### config.mk
export PLATFORM = sky130hd
export DESIGN_NAME = cmic_ctrl
export DESIGN_NICKNAME = d
export VERILOG_FILES = /design/src/cmic_pkg.sv /design/src/cmic_if.sv /design/src/cmic_ctrl.sv /design/src/cmic_prio.sv
export VERILOG_INCLUDE_DIRS = /design/src
export SDC_FILE = /design/constraint.sdc
export NUM_CORES = 1
export LEC_CHECK = 0
export BUFFER_PORTS_ARGS = -buffer_cell sky130_fd_sc_hd__buf_2
export CAP_MARGIN = 40
export CELL_PAD_IN_SITES_DETAIL_PLACEMENT = 0
export CELL_PAD_IN_SITES_GLOBAL_PLACEMENT = 2
export CORE_MARGIN = 1
export CORE_UTILIZATION = 27
export DETAILED_ROUTE_END_ITERATION = 10
export PLACE_DENSITY = 0.76
export SYNTH_ARGS = -nofsm -noshare
export SYNTH_HDL_FRONTEND = slang
export SYNTH_SLANG_ARGS = --single-unit
### constraint.sdc
create_clock -name mclk_in -period 1.9 [get_ports mclk_in]
set_input_delay 0.095 -clock mclk_in [delete_from_list [all_inputs] [get_ports mclk_in]]
set_output_delay 0.095 -clock mclk_in [all_outputs]
set_load 0.01 [all_outputs]
### src/cmic_defs.svh
// Purpose: constants for the cpu mode and interrupt control block
// Assumes: 200 MHz mclk_in
// Notes:   one header shared by the ctrl, prio, interface and bench files; pkg and cpu model do not include it
// Function
// RULE1: After reset processing ends, fetch starts at program address 0000H.
// RULE2: Halt freezes the program counter and execution; peripherals keep running.
// RULE3: Reset pin sampled at 2 kHz; high sample resets; driver holds 1 ms.
// RULE4: Optional low-frequency clock stop detection forces system reset.
// RULE5: Port 0 key press sampled at 1 Hz resets; keys held 2-3 s.
// RULE6: Option picks key width: low 2, low 3 or all 4 bits.
// RULE7: Matching keys reset at the second falling edge of 1 Hz.
// RULE8: Reset initialises CPU and SFRs, leaves data RAM and LCD segments.
// RULE9: During reset LCD drivers off at ground, bias reference energised.
// RULE10: Reset overrides every state and aborts execution at once.
// RULE11: Halt instruction enters halt mode at its S2 state.
// RULE12: Oscillator and time base keep running during halt.
// RULE13: Halt with a pending interrupt acts as no-op; interrupt is serviced.
// RULE14: Interrupt wake runs one instruction after halt, then vectors.
// RULE15: Only individually enabled requests clear the halt flag; master enable ignored.
// RULE16: Reset pin, key reset or clock stop release halt into reset.
// RULE17: Melody data request in halt: one instruction, transfer, halt again.
// RULE18: Eighteen sources: four external, fourteen internal.
// RULE19: All but watchdog gated by master and individual enables.
// RULE20: Each source vectors to fixed even address 0010H to 0036H.
// RULE21: Timers at 0020H-0026H, serial receive 0028H, transmit 002AH.
// RULE22: Simultaneous requests: lowest start address first, others held.
// RULE23: Accepting clears master enable; return from interrupt sets it; resets zero.
// RULE24: Maskable request reaches CPU only if request AND enable.
// RULE25: Accept saves return PC on call stack and loads start address.
`ifndef CMIC_DEFS_SVH
`define CMIC_DEFS_SVH
`define CMIC_CLK_HZ        200000000
`define CMIC_PIN_SMP_HZ    2000
`define CMIC_KEY_SMP_HZ    1
`define CMIC_RST_MIN_US    1000
`define CMIC_RST_MIN_CYC   (`CMIC_CLK_HZ / 1000000 * `CMIC_RST_MIN_US)
`define CMIC_NSRC          18
`define CMIC_SRC_WDT       0
`define CMIC_RESET_PC      16'h0000
`define CMIC_KEY_W2        2'h0
`define CMIC_KEY_W3        2'h1
`define CMIC_KEY_MASK2     4'h3
`define CMIC_KEY_MASK3     4'h7
`define CMIC_KEY_MASK4     4'hF
`define CMIC_KEY_NONE      4'h0
`define CMIC_KEY_CNT_HIT   2'h2
`define CMIC_KEY_CNT_ONE   2'h1
`define CMIC_VEC_TABLE { \
  16'h0036, 16'h0034, 16'h0032, 16'h0030, 16'h002E, 16'h002A, \
  16'h0028, 16'h0026, 16'h0024, 16'h0022, 16'h0020, 16'h001E, \
  16'h001A, 16'h0018, 16'h0016, 16'h0014, 16'h0012, 16'h0010 }
`endif

### src/cmic_pkg.sv
// Purpose: types of the cpu mode and interrupt control block
// Assumes: nothing
// Notes:   operating states of the sequencing machine
package cmic_pkg;
  typedef enum logic [2:0] {
    CMIC_ST_RESET = 3'h0,
    CMIC_ST_RUN   = 3'h1,
    CMIC_ST_HALT  = 3'h2,
    CMIC_ST_WAKE  = 3'h3,
    CMIC_ST_MEL   = 3'h4,
    CMIC_ST_MXFER = 3'h5
  } cmic_state_t;
endpackage

### src/cmic_if.sv
// Purpose: carrier between the controller and its priority encoder
// Assumes: one clock domain, purely combinational content
// Notes:   ctl drives requests and enables, enc answers with selection
`timescale 1ns/1ps
`include "cmic_defs.svh"
interface cmic_if;
  logic [`CMIC_NSRC-1:0] req;
  logic [`CMIC_NSRC-1:0] en;
  logic                  master_irq_enable;
  logic                  accept;
  logic                  wake;
  logic [`CMIC_NSRC-1:0] sel;
  logic [15:0]           vector;
  modport ctl (output req, en, master_irq_enable, input accept, wake, sel, vector);
  modport enc (input req, en, master_irq_enable, output accept, wake, sel, vector);
endinterface // cmic_if

### src/cmic_ctrl.sv
// Purpose: operating state control (reset, run, halt) and vectored
//          interrupt acceptance for the 4-bit core
// Assumes: instr_done_in pulses at each instruction boundary, halt_instr_in
//          pulses at S2 of a halt instruction, requests are held by their
//          owners until irq_ack_out
// Notes:   data RAM and LCD segment storage have no reset path here
`timescale 1ns/1ps
`include "cmic_defs.svh"
module cmic_ctrl #(
  parameter int P2K_CYC = `CMIC_CLK_HZ / `CMIC_PIN_SMP_HZ,
  parameter int P1HZ_CYC = `CMIC_CLK_HZ / `CMIC_KEY_SMP_HZ
) (
  input  wire logic                  mclk_in,
  input  wire logic                  rst_in,
  input  wire logic                  reset_pin_in,
  input  wire logic                  lfclk_stop_in,
  input  wire logic                  stop_det_opt_in,
  input  wire logic [3:0]            key_port_in,
  input  wire logic [1:0]            key_width_opt_in,
  input  wire logic                  halt_instr_in,
  input  wire logic                  instr_done_in,
  input  wire logic                  return_from_irq_instr_in,
  input  wire logic                  ei_in,
  input  wire logic                  di_in,
  input  wire logic                  melody_data_req_in,
  input  wire logic [`CMIC_NSRC-1:0] irq_req_in,
  input  wire logic [`CMIC_NSRC-1:0] irq_en_in,
  input  wire logic [15:0]           ret_pc_in,
  output logic                       sys_reset_out,
  output logic                       lcd_off_out,
  output logic                       bias_on_out,
  output logic                       cpu_run_out,
  output logic                       halt_state_flag_out,
  output logic                       master_irq_enable_out,
  output logic                       pc_load_out,
  output logic [15:0]                pc_value_out,
  output logic                       push_pc_out,
  output logic [15:0]                push_data_out,
  output logic [`CMIC_NSRC-1:0]      irq_ack_out,
  output logic                       melody_xfer_out
);
  // ****************************************************************
  // Pin synchronisers
  // ****************************************************************
  logic [5:0] meta_q;
  logic [5:0] sync_q;

  always_ff @(posedge mclk_in) begin
    meta_q <= {lfclk_stop_in, reset_pin_in, key_port_in};
    sync_q <= meta_q;
  end

  wire [3:0] key_s_w  = sync_q[3:0];
  wire       pin_s_w  = sync_q[4];
  wire       stop_s_w = sync_q[5];

  // ****************************************************************
  // Sampling dividers
  // ****************************************************************
  // The time base keeps ticking in every state, halt included
  logic [16:0] p2k_cnt_q;
  logic [27:0] p1_cnt_q;

  wire p2k_tick_w = (p2k_cnt_q == 17'(P2K_CYC - 1)); // RULE12
  wire key_tick_w = (p1_cnt_q == 28'(P1HZ_CYC - 1)); // RULE12

  always_ff @(posedge mclk_in) begin
    if (rst_in) begin
      p2k_cnt_q <= 17'h00000;
      p1_cnt_q  <= 28'h0000000;
    end else begin
      p2k_cnt_q <= p2k_tick_w ? 17'h00000 : p2k_cnt_q + 17'h00001;
      p1_cnt_q  <= key_tick_w ? 28'h0000000 : p1_cnt_q + 28'h0000001;
    end
  end

  // ****************************************************************
  // Reset sources
  // ****************************************************************
  // A single high sample is enough, so a 1 ms pulse is always seen
  logic       pin_hi_q;
  logic [1:0] key_cnt_q;
  logic       key_rst_q;

  wire [3:0] key_mask_w = (key_width_opt_in == `CMIC_KEY_W2) ? `CMIC_KEY_MASK2 :
                          (key_width_opt_in == `CMIC_KEY_W3) ? `CMIC_KEY_MASK3 :
                                                               `CMIC_KEY_MASK4; // RULE6
  wire [3:0] key_sel_w  = key_s_w & key_mask_w;
  wire key_match_w = (key_sel_w == key_mask_w) | (key_sel_w == `CMIC_KEY_NONE); // RULE5
  wire stop_act_w  = stop_s_w & stop_det_opt_in; // RULE4
  wire rst_src_w   = pin_hi_q | key_rst_q | stop_act_w; // RULE16

  wire [1:0] key_cnt_d = !key_match_w ? 2'h0 :
                         (key_cnt_q == `CMIC_KEY_CNT_HIT) ? key_cnt_q : key_cnt_q + 2'h1;

  always_ff @(posedge mclk_in) begin
    if (rst_in) begin
      pin_hi_q  <= 1'b0;
      key_cnt_q <= 2'h0;
      key_rst_q <= 1'b0;
    end else begin
      if (p2k_tick_w)
        pin_hi_q <= pin_s_w; // RULE3
      if (key_tick_w) begin
        key_cnt_q <= key_cnt_d;
        key_rst_q <= key_match_w & (key_cnt_q != 2'h0); // RULE7
      end
    end
  end

  // ****************************************************************
  // Priority encoder
  // ****************************************************************
  cmic_if pif ();
  assign pif.req = irq_req_in; // RULE18
  assign pif.en  = irq_en_in;
  assign pif.master_irq_enable = master_irq_enable_out;

  cmic_prio u_prio (
    .bus (pif)
  );

  // ****************************************************************
  // Operating state machine
  // ****************************************************************
  cmic_pkg::cmic_state_t st_q;
  cmic_pkg::cmic_state_t st_d;
  logic                  mel_pend_q;

  wire take_w = instr_done_in & pif.accept &
                ((st_q == cmic_pkg::CMIC_ST_RUN) | (st_q == cmic_pkg::CMIC_ST_WAKE)); // RULE14
  wire halt_go_w = halt_instr_in & (st_q == cmic_pkg::CMIC_ST_RUN) & !pif.accept; // RULE11 RULE13
  wire mel_done_w = (st_q == cmic_pkg::CMIC_ST_MXFER);

  always_comb begin
    st_d = st_q;
    case (st_q)
      cmic_pkg::CMIC_ST_RESET: begin
        if (!rst_src_w)
          st_d = cmic_pkg::CMIC_ST_RUN;
      end
      cmic_pkg::CMIC_ST_RUN: begin
        if (halt_go_w)
          st_d = cmic_pkg::CMIC_ST_HALT;
      end
      cmic_pkg::CMIC_ST_HALT: begin
        if (pif.wake)
          st_d = cmic_pkg::CMIC_ST_WAKE; // RULE15
        else if (mel_pend_q)
          st_d = cmic_pkg::CMIC_ST_MEL; // RULE17
      end
      cmic_pkg::CMIC_ST_WAKE: begin
        if (instr_done_in)
          st_d = cmic_pkg::CMIC_ST_RUN; // RULE14
      end
      cmic_pkg::CMIC_ST_MEL: begin
        if (instr_done_in)
          st_d = cmic_pkg::CMIC_ST_MXFER;
      end
      cmic_pkg::CMIC_ST_MXFER: begin
        st_d = cmic_pkg::CMIC_ST_HALT; // RULE17
      end
      default: begin
        st_d = cmic_pkg::CMIC_ST_RESET;
      end
    endcase
    // Reset wins over every state and aborts whatever runs
    if (rst_src_w)
      st_d = cmic_pkg::CMIC_ST_RESET; // RULE10 RULE16
  end

  always_ff @(posedge mclk_in) begin
    if (rst_in)
      st_q <= cmic_pkg::CMIC_ST_RESET;
    else
      st_q <= st_d;
  end

  // ****************************************************************
  // Melody request latch and master enable
  // ****************************************************************
  // In run mode the transfer rides on the next instruction boundary
  wire mel_run_w = mel_pend_q & instr_done_in & (st_q == cmic_pkg::CMIC_ST_RUN);
  wire mel_clr_w = mel_run_w | mel_done_w;
  // Set wins over clear for both flags
  wire mel_pend_d = melody_data_req_in | (mel_pend_q & !mel_clr_w);
  wire master_set_w        = return_from_irq_instr_in | ei_in; // RULE23
  wire master_irq_enable_d = master_set_w | (master_irq_enable_out & !take_w & !di_in); // RULE23

  always_ff @(posedge mclk_in) begin
    if (rst_in | rst_src_w) begin
      mel_pend_q            <= 1'b0;
      master_irq_enable_out <= 1'b0; // RULE23
    end else begin
      mel_pend_q            <= mel_pend_d;
      master_irq_enable_out <= master_irq_enable_d;
    end
  end

  // ****************************************************************
  // Registered outputs
  // ****************************************************************
  wire rst_d_w   = (st_d == cmic_pkg::CMIC_ST_RESET);
  wire halt_d_w  = (st_d == cmic_pkg::CMIC_ST_HALT) | (st_d == cmic_pkg::CMIC_ST_MEL) |
                   (st_d == cmic_pkg::CMIC_ST_MXFER);
  wire run_d_w   = (st_d == cmic_pkg::CMIC_ST_RUN) | (st_d == cmic_pkg::CMIC_ST_WAKE) |
                   (st_d == cmic_pkg::CMIC_ST_MEL);
  wire boot_w    = (st_q == cmic_pkg::CMIC_ST_RESET) & !rst_src_w;
  wire pc_load_d = boot_w | (take_w & !rst_src_w);
  wire [15:0] pc_val_d = boot_w ? `CMIC_RESET_PC : pif.vector; // RULE1 RULE20

  always_ff @(posedge mclk_in) begin
    if (rst_in) begin
      sys_reset_out       <= 1'b1;
      lcd_off_out         <= 1'b1;
      bias_on_out         <= 1'b1;
      cpu_run_out         <= 1'b0;
      halt_state_flag_out <= 1'b0;
    end else begin
      // Only CPU and SFR state follow this; RAM is left alone
      sys_reset_out       <= rst_d_w; // RULE8
      lcd_off_out         <= rst_d_w; // RULE9
      bias_on_out         <= rst_d_w; // RULE9
      cpu_run_out         <= run_d_w; // RULE2
      halt_state_flag_out <= halt_d_w; // RULE2 RULE11
    end
  end

  always_ff @(posedge mclk_in) begin
    if (rst_in) begin
      pc_load_out     <= 1'b0;
      pc_value_out    <= `CMIC_RESET_PC;
      push_pc_out     <= 1'b0;
      push_data_out   <= 16'h0000;
      irq_ack_out     <= '0;
      melody_xfer_out <= 1'b0;
    end else begin
      pc_load_out     <= pc_load_d; // RULE1 RULE25
      pc_value_out    <= pc_val_d;
      push_pc_out     <= take_w & !rst_src_w; // RULE25
      push_data_out   <= ret_pc_in; // RULE25
      irq_ack_out     <= (take_w & !rst_src_w) ? pif.sel : '0; // RULE22
      melody_xfer_out <= (mel_clr_w & !rst_src_w); // RULE17
    end
  end
endmodule // cmic_ctrl

### src/cmic_prio.sv
// Purpose: masks, priority selection and vector lookup of 18 sources
// Assumes: index 0 is the watchdog, index order equals priority order
// Notes:   combinational; the controller registers what it uses
`timescale 1ns/1ps
`include "cmic_defs.svh"
module cmic_prio (
  cmic_if.enc bus
);
  localparam logic [`CMIC_NSRC*16-1:0] VEC_TBL = `CMIC_VEC_TABLE;

  wire [`CMIC_NSRC-1:0] acc_w;
  wire [`CMIC_NSRC-1:0] wake_w;
  wire [`CMIC_NSRC:0]   blk_w;
  wire [15:0]           vpart_w [0:`CMIC_NSRC];

  assign blk_w[0]   = 1'b0;
  assign vpart_w[0] = 16'h0000;

  genvar i;
  generate
    for (i = 0; i < `CMIC_NSRC; i = i + 1) begin : g_src
      if (i == `CMIC_SRC_WDT) begin : g_nmi
        // Watchdog is never masked
        assign acc_w[i]  = bus.req[i]; // RULE19
        assign wake_w[i] = bus.req[i];
      end else begin : g_mask
        assign acc_w[i]  = bus.req[i] & bus.en[i] & bus.master_irq_enable; // RULE19 RULE24
        // Halt release ignores the master enable
        assign wake_w[i] = bus.req[i] & bus.en[i]; // RULE15
      end
      assign bus.sel[i]   = acc_w[i] & ~blk_w[i]; // RULE22
      assign blk_w[i+1]   = blk_w[i] | acc_w[i];
      assign vpart_w[i+1] = vpart_w[i] | ({16{bus.sel[i]}} & VEC_TBL[i*16 +: 16]); // RULE20 RULE21
    end
  endgenerate

  assign bus.accept = blk_w[`CMIC_NSRC];
  assign bus.wake   = |wake_w;
  assign bus.vector = vpart_w[`CMIC_NSRC];
endmodule // cmic_prio
==> results of run 1 <==
==> cells by family after synthesis <==
family | share of synthesized area, %
adder cells (fa/ha/maj) | 1.12
multiplexers | 0.673
AND/OR/NAND/NOR | 26.1
AO/OA/AOI/OAI | 9.82
buffers and inverters | 4.91
other | 0.0841
XOR/XNOR | 7.46
flip-flops | 49.8
==> flip-flops by register name (all words and copies together), names as in the netlist, 2 cells and up <==
signal and cells:
p2k_cnt_q 17, meta_q 6, st_q 3, key_cnt_q 2, sync_q 6, pc_value_out 5, p1_cnt_q 28, irq_ack_out 18
push_data_out 16
==> per-layer routing <==
metal / part of all wire (%) / vias to the layer above / wire length [um]
met1: 45 / 1762 / 4960
met4: 1.6 / 2 / 172
met3: 5.6 / 17 / 622
met2: 48 / 110 / 5240
li1: - / 1959 / -
met5: 0.12 / - / 13
==> worst max-delay path: stages, from the launching register on <==
cell	delay, ps
dfxtp_1	310
a211oi_2	240
nand2b_1	150
nor4_4	380
nand3b_2	170
or2_1	300
a211oi_2	160
==> cell usage after synthesis (2+ instances only) <==
library cell  instances
buf_4                13
mux2i_1               3
a22oi_1               3
and3_1               16
inv_1                11
nor3_1               10
buf_2                 7
xnor2_1              10
nand2_1              36
and4_1                4
a31oi_1               5
nand4_1              11
nor4_1                2
nor3b_1               4
or2_1                 3
ha_1                  4
nand3_1              28
nand2b_1              3
nor2_1               71
nor2b_1              18
a211oi_1              2
nor4bb_1              2
or4_1                 2
dfxtp_1             111
clkbuf_1              8
or3_1                 5
xor2_1               28
a222oi_1              4
a21o_1                4
a21oi_1              17
a211oi_2              2
o21ai_0               6
a31o_2                2
==> through the flow <==
step	power, uW	util, %
2_1_floorplan	2680	-
3_3_place_gp	2850	33.7
3_5_place_dp	2860	33.7
4_1_cts	4840	37.2
5_1_grt	4990	37.3
6_report	4760	37.3
==> repair_timing <==
action	4_1_cts	5_1_grt
setup buffers	0	0
endpoints found under the setup margin	0	9
gates resized for setup	0	2
endpoints found under the hold margin	24	0
hold buffers	27	0
==> cell type report <==
type | count | area [sq um] | share of cell area, %
flip-flops and latches | 111 | 2220 | 37.2
inverters | 12 | 45.0 | 0.755
well taps | 216 | 270 | 4.53
clock buffers | 11 | 253 | 4.23
clock inverters | 4 | 45.0 | 0.755
repair buffers | 168 | 1070 | 17.9
multi-input cells | 340 | 2070 | 34.6
==> power by group through the flow <==
stage | combinational [uW] | sequential [uW] | clock (uW)
2_1_floorplan | 208 | 2480 | 0
3_3_place_gp | 387 | 2470 | 0
3_5_place_dp | 390 | 2470 | 0
4_1_cts | 434 | 2410 | 1990
5_1_grt | 479 | 2420 | 2090
6_report | 435 | 2410 | 1910
==> final timing paths <==
kind	from	end	slack (ps)	depth (start not counted)
worst max-delay path	sync_q[5]$_DFF_P_	irq_ack_out[16]$_SDFF_PP0_	120	6
worst min-delay path	return_from_irq_instr_in	master_irq_enable_out$_SDFF_PP0_	9	3
worst max register to register	sync_q[5]$_DFF_P_	irq_ack_out[16]$_SDFF_PP0_	120	6
worst min register to register	meta_q[2]$_DFF_P_	sync_q[2]$_DFF_P_	330	0
==> results.cfg, run 1 <==
[run_status]
status = finished, final reports clean

[logic_synthesis]
ys_seq_elements = 111
synth_edf_count = 0
synthArstFlopShare_pct = 0
synthCells = 482
syn_area_sq_um = 4460
synth_top_area_cell = dfxtp_1
yosysSeqAreaShare_pct = 49.8
synthTopCellsByArea = dfxtp_1 (50%), nor2_1 (6.0%), xor2_1 (5.5%)
ys_types = 60
yosysWarnings = 0
synth_ff_type = dfxtp_1
synth_top_area_share_pct = 49.8
syn_area_per_cell_sq_um = 9.25

[place]
placed_area_sq_um = 5390
port_buffers = 115
routabilityCongestion = 0.751
dp.cells = 820
post-place-ws_ps = -9.35
dpl.hpwl_um = 8080

[drt]
routed_via_density = 4.47
drt-initial-drc-count = 174
ant_nets = 0
drc = 0
routedWlPerCell_um = 12.8
firstDrtPassIters = 6
routed_wl_um = 11000
vias = 3850

[power]
swShare_pct = 22.8
seqPwrFrac_pct = 50.7
p_int_uw = 3670
peakVddDrop_uv = 392
power_density_nw_per_um2 = 798
leakage_uw = 0.00256
clockPowerShare_pct = 40.2
comb_power_share_pct = 9.1
power.switching_uw = 1090

[sta]
finalHoldViolCount = 0
max_slew_margin_pct = 64.3
setup_viol = 0
setup_ws_ps = 124
fin_tns_setup_ps = 0
period_share_pct = 93.5
fin_skew_ps = 10.4
final_max_slew_viol_count = 0
rsz0062_at_grt = no
fin_crit_ps = 1780
timing.fmax_mhz = 563
timing.hold.ws_ps = 8.80
worst_slew_pin_slew_ps = 535

[layout]
final_common_cell = buf_2
area.growth.synth_to_final_pct = 33.8
drive_gt1_share_pct = 26.9
n_fill_cell = 1651
fin_nets = 715
n_antenna_cell = 0
final_cell_mix = buf_2 (115), dfxtp_1 (111), nor2_1 (71)
stdcell_count = 862
final_area_sq_um = 5970

[setup_path]
cp-start-kind = flop
endpoint_kind = flop
required_ps = 2180
worstPathArrival_ps = 2060
crit_fanout = 4
path_class = reg2reg

[cts]
clkSlewWorstSetupHoldPaths_ps = 70
clock_path_buffers = 2
cts.htree.levels = 3
cts_tree = done
cts_sinks = 111
cts-root-buf = clkbuf_16
cts_buffers = 9
clock_latency_ps = 350

[global_routing]
grt_use_met2_pct = 21.6
track_usage_pct = 13.6
gr-usage-met1_pct = 16.8
grt_pass1_vias = 3748
use_met3_pct = 4.60
antenna_found_initial = 1
grt_busiest_layer = met2
grt_max_degree = 27
grt_first_pass_wirelength_um = 17800
overflow = 0

[hold_path]
hold_class = in2reg

[job]
cap_violations = 0

[floorplan]
die_y_um = 131
fp.dieArea_sq_um = 17000
die_x_um = 131
coreArea_sq_um = 16000
pin_count = 128
initial_core_util_pct = 27.9
num_rows = 46
No activity file was read; power rests on OpenSTA's default activity.
==> run 2: changes to the inputs <==
Settings changed: CORE_UTILIZATION 27 to 32, PLACE_DENSITY 0.76 to 0.84.
Clock period 1.9 ns to 2.1 ns, I/O delays scaled along.
==> results.cfg, run 2 (synthesized netlist as in run 1, its figures left out) <==
[hold_path]
hold_class = in2reg
hold_path_end = push_data_out[12]$_SDFF_PP0_
hold_path.startpoint = ret_pc_in[12]
min_path_cells = 2

[power]
leakage_uw = 0.00249
p_int_uw = 3190
swShare_pct = 23.3
power.switching_uw = 968
comb_power_share_pct = 9.0
clockPowerShare_pct = 38.5
peakVddDrop_uv = 407
seqPwrFrac_pct = 52.6
power_density_nw_per_um2 = 721

[setup_path]
required_ps = 2370
crit_start = sync_q[5]$_DFF_P_
r2r_end = irq_ack_out[16]$_SDFF_PP0_
reg2reg_from = sync_q[5]$_DFF_P_
worstPathArrival_ps = 2120
path_class = reg2reg
r2r_slack_ps = 250
endpoint_kind = flop
reg2regPathDepth = 6
crit_fanout = 6
cp-start-kind = flop

[layout]
multi_input_area_sq_um = 2060
stdcell_count = 809
final_area_sq_um = 5770
drive_gt1_share_pct = 26.1
largest_reg_flops = 28
fin_nets = 703
final_common_cell = buf_2
largest_register = p1_cnt_q
reg_top3 = p1_cnt_q: 28 flops, irq_ack_out: 18 flops, p2k_cnt_q: 17 flops
regArea_sq_um = 2220
final_cell_mix = buf_2 (115), dfxtp_1 (111), nor2_1 (71)
n_antenna_cell = 0
area.growth.synth_to_final_pct = 29.3
n_fill_cell = 1322

[place]
routabilityCongestion = 0.763
dp.cells = 773
dpl.hpwl_um = 7570
post-place-ws_ps = 136
port_buffers = 115
placed_area_sq_um = 5270

[drt]
vias = 3760
drc = 0
routedWlPerCell_um = 12.8
drt-initial-drc-count = 112
routed_wl_um = 10400
ant_nets = 0
routed_via_density = 4.65
firstDrtPassIters = 4

[sta]
setup_viol = 0
period_share_pct = 88.1
rsz0062_at_grt = no
finalHoldViolCount = 0
timing.fmax_mhz = 541
fin_tns_setup_ps = 0
fin_skew_ps = 6.05
final_max_slew_viol_count = 0
fin_crit_ps = 1850
setup_ws_ps = 250
timing.hold.ws_ps = 9.85

[cts]
cts-root-buf = clkbuf_16
clkSlewWorstSetupHoldPaths_ps = 70
clock_path_buffers = 2
cts.htree.levels = 3
clock_latency_ps = 350
ctsResizeCount = 0
cts_sinks = 111
cts_buffers = 9
cts_tree = done

[global_routing]
overflow = 0
grt_max_degree = 27
antenna_found_initial = 0
grt_pass1_vias = 3653
track_usage_pct = 14.8
grt_first_pass_wirelength_um = 16800

[run_status]
status = finished, final reports clean

[floorplan]
pin_count = 128
fp.dieArea_sq_um = 14400
initial_core_util_pct = 33.3
die_x_um = 120
num_rows = 42
coreArea_sq_um = 13400
die_y_um = 120

[job]
cap_violations = 0
==> run 2: cell type report <==
class                           instances  area share (%)
Inverter                               12           0.781
Multi-Input combinational cell        340            35.6
Clock buffer                           11            4.38
Clock inverter                          3           0.347
Tap cell                              176            3.82
Sequential cell                       111            38.5
Timing Repair Buffer                  156            16.5
==> run 2: repair_timing <==
| action | 4_1_cts | 5_1_grt |
|---|---|---|
| hold buffers | 22 | 0 |
| setup buffers | 0 | 0 |
| hold endpoints to repair | 22 | 0 |
==> run 2: critical path: stages (launching register included) <==
cell and delay, ps:
dfxtp_1 310, a211oi_2 240, nand2b_1 110, nor4_2 390, nand3b_2 240, or2_1 330, a211oi_2 150
==> run 2: worst max-delay path by stage <==
| stage | endpoint | slack, ps | cells past startpoint |
|---|---|---|---|
| 6_report | irq_ack_out[16]$_SDFF_PP0_ | 250 | 6 |
| 5_1_grt | irq_ack_out[16]$_SDFF_PP0_ | 80 | 6 |
| 4_1_cts | irq_ack_out[16]$_SDFF_PP0_ | 210 | 6 |
| 3_5_place_dp | cpu_run_out$_SDFF_PP0_ | 140 | 7 |
| 3_3_place_gp | cpu_run_out$_SDFF_PP0_ | 170 | 7 |
| 2_1_floorplan | p2k_cnt_q[10]$_SDFF_PP0_ | 290 | 9 |
==> run 2: metrics by stage <==
step | power, uW | util, %
after global routing | 4350 | 43.0
after CTS | 4210 | 43.0
after global placement | 2570 | 39.4
final | 4160 | 43.0
after detailed placement | 2570 | 39.4
after floorplan | 2430 | -
==> run 2: power groups by stage <==
| stage | logic [uW] | clock network [uW] | registers, uW |
|---|---|---|---|
| after floorplan | 188 | 0 | 2240 |
| after CTS | 375 | 1650 | 2180 |
| after detailed placement | 342 | 0 | 2230 |
| after global placement | 335 | 0 | 2230 |
| final | 373 | 1600 | 2180 |
| after global routing | 414 | 1740 | 2190 |
==> run 2: per-layer routing <==
metal  GRT usage [%]  wire, um  up-vias
met5               0         0        -
met4            7.03       255        0
met3            4.33       533       17
met2            23.3      4770       71
met1            18.3      4820     1737
li1                -         -     1935
